File: config.mk
export PLATFORM = sky130hd
export DESIGN_NAME = core_timer
export DESIGN_NICKNAME = d
export VERILOG_FILES = /design/src/inc/core_timer_pkg.sv /design/src/hdl/core_timer.sv
export SDC_FILE = /design/constraint.sdc
export NUM_CORES = 1
export LEC_CHECK = 0
export ABC_CLOCK_PERIOD_IN_PS = 1950
export BUFFER_PORTS_ARGS = -buffer_cell sky130_fd_sc_hd__buf_2
export CAP_MARGIN = 20
export CORE_MARGIN = 3
export CORE_UTILIZATION = 40
export DETAILED_ROUTE_END_ITERATION = 8
export PLACE_DENSITY = 0.57
export SETUP_SLACK_MARGIN = 0.5
export SYNTH_ARGS = -nofsm -noshare
export SYNTH_HDL_FRONTEND = slang
export SYNTH_SLANG_ARGS = --single-unit
File: constraint.sdc
create_clock -name CLK_IN -period 1.95 [get_ports CLK_IN]
set_clock_uncertainty 0.15 [all_clocks]
set_input_delay 0.39 -clock CLK_IN [delete_from_list [all_inputs] [get_ports CLK_IN]]
set_output_delay 0.39 -clock CLK_IN [all_outputs]
set_load 0.03 [all_outputs]
File: src/inc/core_timer_pkg.sv
// Purpose: shared constants and types of the core timer block
// Assumes: CLK_IN is the internal bus clock E
// Notes: offsets are byte addresses on the 16-bit register port
package core_timer_pkg;

    // ==============================
    // register map
    localparam logic [15:0] STATUS_CONTROL_ADDR = 16'h0008; // status/control
    localparam logic [15:0] COUNT_ADDR = 16'h0009; // live ripple count
    localparam logic [15:0] WATCHDOG_ADDR = 16'h3ff0; // refresh location

    // ==============================
    // status/control field positions
    localparam int OVF_FLAG_BIT = 7;
    localparam int TICK_FLAG_BIT = 6;
    localparam int OVF_IE_BIT = 5;
    localparam int TICK_IE_BIT = 4;
    localparam int OVF_CLR_BIT = 3;
    localparam int TICK_CLR_BIT = 2;
    localparam int RATE_HI_BIT = 1;
    localparam int RATE_LO_BIT = 0;

    // ==============================
    // reset values and chain layout
    localparam logic [1:0] RATE_RESET = 2'h3; // slowest tick rate
    localparam int CHAIN_W = 14; // 2^14 bus clocks is the slowest tap
    localparam int PRESCALE_W = 2; // divide by four ahead of the counter
    localparam int COUNT_W = 8; // readable ripple counter
    localparam int OVF_TOP = 9; // chain bits 0..9 give E/1024
    localparam int TICK_BASE = 10; // chain bits 0..10 give E/2048
    localparam logic [2:0] WATCHDOG_LAST = 3'h7; // eighth tick times out

    // ==============================
    // timing in bus clock cycles
    localparam logic [11:0] POR_CYCLES = 12'hfe0; // 4064 cycles
    localparam int PIN_LOW_MIN = 3; // reset pin low time, E clocks
    localparam logic [1:0] PIN_LOW_CYCLES = 2'(PIN_LOW_MIN);

    // ==============================
    // software-visible control fields
    typedef struct packed {
        logic ovf_ie; // overflow interrupt enable
        logic tick_ie; // periodic interrupt enable
        logic [1:0] rate; // tick rate select
    } control_s;

    // reset sequencing states
    typedef enum logic [1:0] {
        ST_POR = 2'b00, // power-on delay running
        ST_RUN = 2'b01, // normal operation
        ST_PIN = 2'b10 // driving the reset pin low
    } rst_state_e;

endpackage

File: src/hdl/core_timer.sv
// Purpose: core timer chain, periodic tick, watchdog and reset sequencing
// Assumes: CLK_IN is the bus clock E; inputs synchronous to CLK_IN
// Notes: RST_B_IN stands for the power-on reset
// Functional notes
// - bus clock div four drives 8-bit counter
// - counter wrap FF to 00 sets overflow flag
// - overflow flag read-only, cleared by clear bit
// - one stage more gives E/2048 tick base
// - rate select picks 2^11..2^14 tap
// - tick flag sets on selected tap, clear-bit only
// - overflow enable requests interrupt while flag set
// - tick enable requests interrupt while flag set
// - clear bits act on one, read zero
// - reset sets rate select to 11
// - watchdog divides tick by eight, then resets
// - zero to bit 0 at 3FF0 refreshes
// - timeout drives reset pin low three cycles
// - every chip reset clears whole counter chain
// - power-on holds 4064 cycles, then clears chain
// - stop with stop disabled causes internal reset
// - watchdog is a fixed option, runs in wait
// - timer keeps counting and wakes from wait
// - count register reads live counter, no side effect
//
// Decided for this implementation: strobed register access.
`timescale 1ns/10ps

module core_timer #(
    parameter bit WATCHDOG_ON = 1'b1, // fixed option: watchdog present
    parameter bit STOP_OFF = 1'b0 // fixed option: stop instruction disabled
) (
    input wire logic CLK_IN,
    input wire logic RST_B_IN,
    input wire logic [15:0] ADDR_IN,
    input wire logic [7:0] WDATA_IN,
    input wire logic WR_IN,
    input wire logic RD_IN,
    input wire logic STOP_EXEC_IN,
    input wire logic WAIT_IN,
    input wire logic RESET_PIN_IN,
    output logic [7:0] RDATA_OUT,
    output logic IRQ_OUT,
    output logic WAKE_OUT,
    output logic CHIP_RESET_OUT,
    output logic RESET_PIN_OUT,
    output logic RESET_PIN_OE_OUT
);
    import core_timer_pkg::*;

    // ==============================
    // declarations
    logic [CHAIN_W-1:0] chain; // whole ripple chain, bit 0 is E/2
    logic [CHAIN_W-1:0] next_chain; // chain after this edge
    control_s ctrl; // enables and rate select
    logic ovf_flag; // counter wrapped
    logic tick_flag; // selected tap went active
    logic [2:0] dog; // final divide-by-eight of the watchdog
    logic [11:0] por_cnt; // power-on delay counter
    logic [1:0] pin_cnt; // reset pin low counter
    rst_state_e state; // reset sequencer state
    rst_state_e next_state; // sequencer state after this edge
    logic chain_clr; // any chip reset clears the chain
    logic ovf_evt; // counter wraps this edge
    logic tick_evt; // selected tap wraps this edge
    logic dog_evt; // watchdog times out this edge
    logic int_reset; // internal reset request
    logic wr_sc; // write to status/control
    logic rd_hit; // read of a mapped register
    logic [7:0] rd_mux; // read data before the output flop
    logic sys_rst; // synchronous reset of the software state

    // ==============================
    // functions
    // tap decode of the selected rate, used for the tick event only
    function automatic logic tap_wrap(input logic [CHAIN_W-1:0] c,
                                      input logic [1:0] r);
        logic hit;
        hit = 1'b0;
        case (r)
            2'h0: hit = &c[TICK_BASE:0];
            2'h1: hit = &c[TICK_BASE+1:0];
            2'h2: hit = &c[TICK_BASE+2:0];
            2'h3: hit = &c[TICK_BASE+3:0];
            default: hit = 1'b0;
        endcase
        return hit;
    endfunction

    // address compare shared by the read and write paths
    function automatic logic addr_is(input logic [15:0] a,
                                     input logic [15:0] b);
        return a == b;
    endfunction

    // ==============================
    // chain events
    // overflow when prescaler and counter are all ones
    assign ovf_evt = &chain[OVF_TOP:0];
    // tick base is E/2048, three more stages give the taps
    assign tick_evt = tap_wrap(chain, ctrl.rate);
    // watchdog fires on the eighth tick after its last clear
    assign dog_evt = WATCHDOG_ON && tick_evt && (dog == WATCHDOG_LAST);
    // stop while the option disables stop acts as a reset
    assign int_reset = dog_evt || (STOP_OFF && STOP_EXEC_IN);

    // chip reset from any source clears the chain
    assign chain_clr = (state != ST_RUN) || !RESET_PIN_IN;
    // software state also resets while in any reset
    assign sys_rst = chain_clr;

    // ==============================
    // bus decode
    assign wr_sc = WR_IN && addr_is(ADDR_IN, STATUS_CONTROL_ADDR);
    assign rd_hit = RD_IN && (addr_is(ADDR_IN, STATUS_CONTROL_ADDR)
                    || addr_is(ADDR_IN, COUNT_ADDR));

    // ==============================
    // reset sequencer
    // next state of the power-on and pin sequencing
    always_comb begin
        next_state = state;
        case (state)
            ST_POR: begin
                // leave only after the full power-on delay
                if (por_cnt == POR_CYCLES - 12'h001) begin
                    next_state = ST_RUN;
                end
            end
            ST_RUN: begin
                // internal reset pulls the pin low
                if (int_reset) begin
                    next_state = ST_PIN;
                end
            end
            ST_PIN: begin
                // hold the pin for the minimum low time
                if (pin_cnt == PIN_LOW_CYCLES - 2'h1) begin
                    next_state = ST_RUN;
                end
            end
            default: begin
                next_state = ST_POR;
            end
        endcase
    end

    // state register
    always_ff @(posedge CLK_IN or negedge RST_B_IN) begin
        if (!RST_B_IN) begin
            state <= ST_POR;
        end else begin
            state <= next_state;
        end
    end

    // power-on delay counter; chain counts freely meanwhile
    always_ff @(posedge CLK_IN or negedge RST_B_IN) begin
        if (!RST_B_IN) begin
            por_cnt <= 12'h000;
        end else if (state == ST_POR) begin
            por_cnt <= por_cnt + 12'h001;
        end else begin
            por_cnt <= 12'h000;
        end
    end

    // pin low counter
    always_ff @(posedge CLK_IN or negedge RST_B_IN) begin
        if (!RST_B_IN) begin
            pin_cnt <= 2'h0;
        end else if (state == ST_PIN) begin
            pin_cnt <= pin_cnt + 2'h1;
        end else begin
            pin_cnt <= 2'h0;
        end
    end

    // ==============================
    // counter chain
    // power-on counts, the release clears once more
    always_comb begin
        next_chain = chain + CHAIN_W'(1);
        if (state == ST_POR) begin
            // power-on runs the chain but clears it at release
            if (next_state != ST_POR) begin
                next_chain = '0;
            end
        end else if (chain_clr) begin
            next_chain = '0;
        end
    end

    // chain flops; no wait gating, the timer runs in wait
    always_ff @(posedge CLK_IN or negedge RST_B_IN) begin
        if (!RST_B_IN) begin
            chain <= '0;
        end else begin
            chain <= next_chain;
        end
    end

    // ==============================
    // watchdog
    // only the final stage clears on refresh, so the timeout
    // depends on where in the tick period software refreshes
    always_ff @(posedge CLK_IN or negedge RST_B_IN) begin
        if (!RST_B_IN) begin
            dog <= 3'h0;
        end else if (sys_rst || !WATCHDOG_ON) begin
            dog <= 3'h0;
        end else if (WR_IN && addr_is(ADDR_IN, WATCHDOG_ADDR)
                     && !WDATA_IN[0]) begin
            dog <= 3'h0;
        end else if (tick_evt) begin
            dog <= dog + 3'h1;
        end
    end

    // ==============================
    // control register
    // enables and rate; rate changes near a tap edge can drop
    // or add a tick, software refreshes the watchdog first
    always_ff @(posedge CLK_IN or negedge RST_B_IN) begin
        if (!RST_B_IN) begin
            ctrl <= '{ovf_ie: 1'b0, tick_ie: 1'b0, rate: RATE_RESET};
        end else if (sys_rst) begin
            ctrl <= '{ovf_ie: 1'b0, tick_ie: 1'b0, rate: RATE_RESET};
        end else if (wr_sc) begin
            ctrl.ovf_ie <= WDATA_IN[OVF_IE_BIT];
            ctrl.tick_ie <= WDATA_IN[TICK_IE_BIT];
            ctrl.rate <= {WDATA_IN[RATE_HI_BIT], WDATA_IN[RATE_LO_BIT]};
        end
    end

    // ==============================
    // flags
    // overflow flag: writes to the flag bit are ignored, set wins
    always_ff @(posedge CLK_IN or negedge RST_B_IN) begin
        if (!RST_B_IN) begin
            ovf_flag <= 1'b0;
        end else if (sys_rst) begin
            ovf_flag <= 1'b0;
        end else if (ovf_evt) begin
            ovf_flag <= 1'b1;
        end else if (wr_sc && WDATA_IN[OVF_CLR_BIT]) begin
            ovf_flag <= 1'b0;
        end
    end

    // tick flag: same scheme as the overflow flag
    always_ff @(posedge CLK_IN or negedge RST_B_IN) begin
        if (!RST_B_IN) begin
            tick_flag <= 1'b0;
        end else if (sys_rst) begin
            tick_flag <= 1'b0;
        end else if (tick_evt) begin
            tick_flag <= 1'b1;
        end else if (wr_sc && WDATA_IN[TICK_CLR_BIT]) begin
            tick_flag <= 1'b0;
        end
    end

    // ==============================
    // read path
    // clear bits read zero; count read has no side effect
    always_comb begin
        rd_mux = 8'h00;
        if (addr_is(ADDR_IN, STATUS_CONTROL_ADDR)) begin
            rd_mux[OVF_FLAG_BIT] = ovf_flag;
            rd_mux[TICK_FLAG_BIT] = tick_flag;
            rd_mux[OVF_IE_BIT] = ctrl.ovf_ie;
            rd_mux[TICK_IE_BIT] = ctrl.tick_ie;
            rd_mux[RATE_HI_BIT] = ctrl.rate[1];
            rd_mux[RATE_LO_BIT] = ctrl.rate[0];
        end else if (addr_is(ADDR_IN, COUNT_ADDR)) begin
            rd_mux = chain[PRESCALE_W +: COUNT_W];
        end
    end

    // read data stand only in the cycle after the strobe
    always_ff @(posedge CLK_IN or negedge RST_B_IN) begin
        if (!RST_B_IN) begin
            RDATA_OUT <= 8'h00;
        end else if (rd_hit) begin
            RDATA_OUT <= rd_mux;
        end else begin
            RDATA_OUT <= 8'h00;
        end
    end

    // ==============================
    // interrupt and wake
    // level request while an enabled flag stands; dropped at once
    // when any reset starts, on the same edge that clears the flags
    always_ff @(posedge CLK_IN or negedge RST_B_IN) begin
        if (!RST_B_IN) begin
            IRQ_OUT <= 1'b0;
        end else begin
            IRQ_OUT <= !sys_rst && ((ovf_flag && ctrl.ovf_ie)
                       || (tick_flag && ctrl.tick_ie));
        end
    end

    // wake only matters while the cpu waits
    always_ff @(posedge CLK_IN or negedge RST_B_IN) begin
        if (!RST_B_IN) begin
            WAKE_OUT <= 1'b0;
        end else begin
            WAKE_OUT <= WAIT_IN && !sys_rst && ((ovf_flag && ctrl.ovf_ie)
                        || (tick_flag && ctrl.tick_ie));
        end
    end

    // ==============================
    // reset outputs
    // chip reset covers power-on, pin and internal sources
    always_ff @(posedge CLK_IN or negedge RST_B_IN) begin
        if (!RST_B_IN) begin
            CHIP_RESET_OUT <= 1'b1;
        end else begin
            CHIP_RESET_OUT <= (next_state != ST_RUN) || !RESET_PIN_IN;
        end
    end

    // open-drain pin: drive low only while the pin stage runs
    always_ff @(posedge CLK_IN or negedge RST_B_IN) begin
        if (!RST_B_IN) begin
            RESET_PIN_OE_OUT <= 1'b0;
        end else begin
            RESET_PIN_OE_OUT <= (next_state == ST_PIN);
        end
    end

    // the pin value is always low; only the enable moves
    always_ff @(posedge CLK_IN or negedge RST_B_IN) begin
        if (!RST_B_IN) begin
            RESET_PIN_OUT <= 1'b0;
        end else begin
            RESET_PIN_OUT <= 1'b0;
        end
    end

endmodule

==> impl_summary.txt <==
----------------------------------------------------
[Run status]
  Outcome ... finished, final reports clean

[Cells and area]
  Final std cells w/o fill ... 363
  Ratio of cells with drive above 1 in the final layout ... 41.9%
  Antenna fix cells ... 0
  Area growth from synthesis to layout ... 34.6%
  Nets@finish ... 326
  Count of fill cells added during filler insertion ... 514
  Final design area excluding fillers ... 3170 um2

[Clock tree]
  Num Clock Sinks ... 51
  Clock insertion delay at the later pin of the skew report ... 300 ps
  CTS H-tree lvls ... 2
  Clock transition at the register clock pins on the worst setup and hold paths after CTS ... 90 ps
  Max clock buf depth ... 2
  Master cell of the clock root buffer ... sky130_fd_sc_hd__clkbuf_8
  CTS tree ... done
  Total clock buffers created by CTS ... 5

[GRT]
  Pin count of the biggest net entering global routing ... 35
  Antenna violations before repair ... 0
  Total global routing track utilization ... 16.1%
  Via count of the first global-routing pass ... 1731
  Total global routing overflow ... 0
  Global-route wire length before repair ... 8260 um

[Detailed routing]
  Total Routed Length ... 4880 um
  DR iter-0 viols ... 69
  # DRC ... 0
  Iteration count of the initial detailed-routing pass ... 4
  Via-per-instance ratio ... 4.89
  Wire length per cell ... 13.4 um
  Total vias in the final route ... 1775
  Final ANT Viol Nets ... 0

[Worst setup path]
  Required time worst endpoint ... 2010 ps
  Arr. time, crit path ... 1700 ps
  Setup Crit Path Kind ... reg -> reg
  Cell type group with the largest total delay on the critical path ... flip-flops
  Slowest library cell on the worst path ... sky130_fd_sc_hd__dfrtp_1
  Worst setup SP type ... flop
  Largest incremental delay on the critical path ... 420 ps
  Cell breakdown of the critical path ... ha_4 > nand3_4 > nor3_4 > buf_4 > a21oi_1 > a311oi_1
  Buf/Inv on CP ... 1
  Critical Path Sink Type ... flop
  Top fanout value on the critical path ... 4

[Timing]
  Max Transition Viols Final ... 0
  Setup TNS ... 0 ps
  Final count of negative-setup-slack endpoints ... 0
  Final Cycle Share ... 84.3%
  Count of endpoints failing hold in the final timing report ... 0
  Minimum clock period ... 1640 ps
  Fmax ... 608 MHz
  Min Hold Slack ... 80.6 ps
  Unrepaired setup endpoints after global routing ... true

[Synth]
  Count of different cell masters after synthesis ... 43
  Synth top cells by count ... 48 x sky130_fd_sc_hd__dfrtp_1, 45 x sky130_fd_sc_hd__nor2_1, 19 x sky130_fd_sc_hd__nand2_1, 12 x sky130_fd_sc_hd__xor2_1, 11 x sky130_fd_sc_hd__xnor2_1
  Count of flip-flops with a built-in enable after synthesis ... 0
  Cell with the most instances after synthesis ... sky130_fd_sc_hd__dfrtp_1
  Synthesized cell area ... 2350 um2
  Yosys warning count ... 0
  Leading cell types by total area after synthesis ... sky130_fd_sc_hd__dfrtp_1 51%, sky130_fd_sc_hd__nor2_1 7.2%, sky130_fd_sc_hd__xor2_1 4.5%
  Post-synthesis cell type with the largest combined area ... sky130_fd_sc_hd__dfrtp_1
  Per-instance average area after synthesis ... 10.6 um2
  Sequential element share of the synthesized area ... 54.4%
  Gate count of the mapped netlist ... 223
  Synth async-reset ratio ... 100%
  Synth top area share ... 51.0%
  Synth Net Count ... 259
  Number of storage elements in the synthesis netlist ... 51
  Most instantiated flip-flop cell in the synthesis netlist ... sky130_fd_sc_hd__dfrtp_1

[Run]
  Max capacitance violation total ... 0

[Die]
  Chip Width ... 82.7 um
  Die Y-Extent ... 82.7 um
  Core Rows ... 27
  Overall die area ... 6840 um2
  Initial core utilization ... 42.0%
  Placeable core region ... 5610 um2
  Num ports ... 44

[Placed design]
  Detailed-placement wirelength estimate ... 3490 um
  Cell total after placement ... 336
  Final weighted congestion in routability-driven placement ... 0.744
  Placement-stage cell area ... 2790 um2
  Number of buffer cells added on primary ports ... 39

[Power]
  Leakage Power ... 0.00146 uW
  Total power density per cell area ... 544 nW/um2
  Worst IR Drop VDD ... 0.304 mV

[Hold path]
  Worst Hold Class ... in -> reg

----------------------------------------------------
## final timing paths
kind / start / end / slack [ps] / cells past startpoint
max: chain[0]$_DFF_PN0_ / ovf_flag$_DFFE_PN0P_ / 310 / 6
min: RESET_PIN_IN / CHIP_RESET_OUT$_DFF_PN1_ / 80 / 2
max reg2reg: chain[0]$_DFF_PN0_ / ovf_flag$_DFFE_PN0P_ / 310 / 6
min reg2reg: pin_cnt[0]$_DFF_PN0_ / pin_cnt[0]$_DFF_PN0_ / 280 / 1
max in group asynchronous: RST_B_IN / ctrl[0]$_DFFE_PN1P_ / 640 / 3
min in group asynchronous: RST_B_IN / por_cnt[5]$_DFF_PN0_ / 410 / 2
## kinds of logic after synthesis
logic type               Yosys count  share of synthesized area, %
multiplexers                      10                          4.25
AO/OA/AOI/OAI                     15                          4.46
other                              1                         0.159
adder cells (fa/ha/maj)            5                          2.66
buffers and inverters             11                          2.34
AND/OR/NAND/NOR                  107                          23.2
XOR/XNOR                          23                          8.55
flip-flops                        51                          54.4
## metrics by stage
step	setup WS, ps	util (%)	power, uW
2_1_floorplan	341	-	1100
3_3_place_gp	60.4	49.7	1160
3_5_place_dp	38.6	49.7	1160
4_1_cts	324	54.4	1750
5_1_grt	199	56.5	1790
6_report	306	56.5	1720
## flip-flops by register name, summed over array words and instances (netlist names)
register          count
WAKE_OUT              1
IRQ_OUT               1
pin_cnt               2
ovf_flag              1
state                 2
CHIP_RESET_OUT        1
RDATA_OUT             8
chain                14
tick_flag             1
por_cnt              12
ctrl                  4
dog                   3
RESET_PIN_OE_OUT      1
## where the power goes
part / total [uW] / leakage, uW / switching [uW] / internal, uW
registers: 1060 / 0.000670 / 0.000194 / 1060
logic: 84.9 / 0.000750 / 47.5 / 37.4
clock network: 582 / 0.0000422 / 329 / 253
total: 1720 / 0.00146 / 377 / 1350
## routing by layer
| layer | wire [um] | track usage, % | vias to the layer above |
|---|---|---|---|
| li1 | - | - | 883 |
| met1 | 2300 | 22.1 | 850 |
| met2 | 2300 | 25.4 | 38 |
| met3 | 223 | 3.69 | 4 |
| met4 | 55 | 4.41 | 0 |
| met5 | 0 | 0 | - |
## area by class of cell
type / count / area, um2 / area share (%)
sequential: 51 / 1280 / 40.5
multi-input combinational: 161 / 1230 / 38.9
timing repair buffer: 65 / 460 / 14.5
tap: 72 / 90.1 / 2.84
clock buffer: 7 / 76.3 / 2.41
inverter: 6 / 22.5 / 0.710
clock inverter: 1 / 5.00 / 0.158
## repair_timing
item / in CTS / in global routing
hold endpoints to repair: 16 / 0
hold buffers: 1 / 0
pin swaps: 13 / 13
gates resized for setup: 21 / 17
setup endpoints to repair: 37 / 41
setup buffers: 11 / 7
## placed cells by master (no fill, tap or decap), types with 3 or more instances in the layout
| cell | synthesis | routed |
|---|---|---|
| sky130_fd_sc_hd__and3_1 | 5 | 4 |
| sky130_fd_sc_hd__buf_12 | 0 | 3 |
| sky130_fd_sc_hd__buf_2 | 1 | 36 |
| sky130_fd_sc_hd__buf_4 | 1 | 19 |
| sky130_fd_sc_hd__buf_6 | 1 | 6 |
| sky130_fd_sc_hd__clkbuf_8 | 0 | 5 |
| sky130_fd_sc_hd__dfrtp_1 | 48 | 45 |
| sky130_fd_sc_hd__dfrtp_2 | 0 | 3 |
| sky130_fd_sc_hd__dfstp_2 | 3 | 3 |
| sky130_fd_sc_hd__ha_1 | 5 | 3 |
| sky130_fd_sc_hd__inv_1 | 6 | 6 |
| sky130_fd_sc_hd__mux2i_1 | 10 | 10 |
| sky130_fd_sc_hd__nand2_1 | 19 | 15 |
| sky130_fd_sc_hd__nand2_2 | 0 | 3 |
| sky130_fd_sc_hd__nand3_1 | 6 | 3 |
| sky130_fd_sc_hd__nand4_1 | 9 | 9 |
| sky130_fd_sc_hd__nor2_1 | 45 | 38 |
| sky130_fd_sc_hd__nor2_2 | 2 | 7 |
| sky130_fd_sc_hd__xnor2_1 | 11 | 10 |
| sky130_fd_sc_hd__xor2_1 | 12 | 12 |
Power figures use the tool's default switching activity.
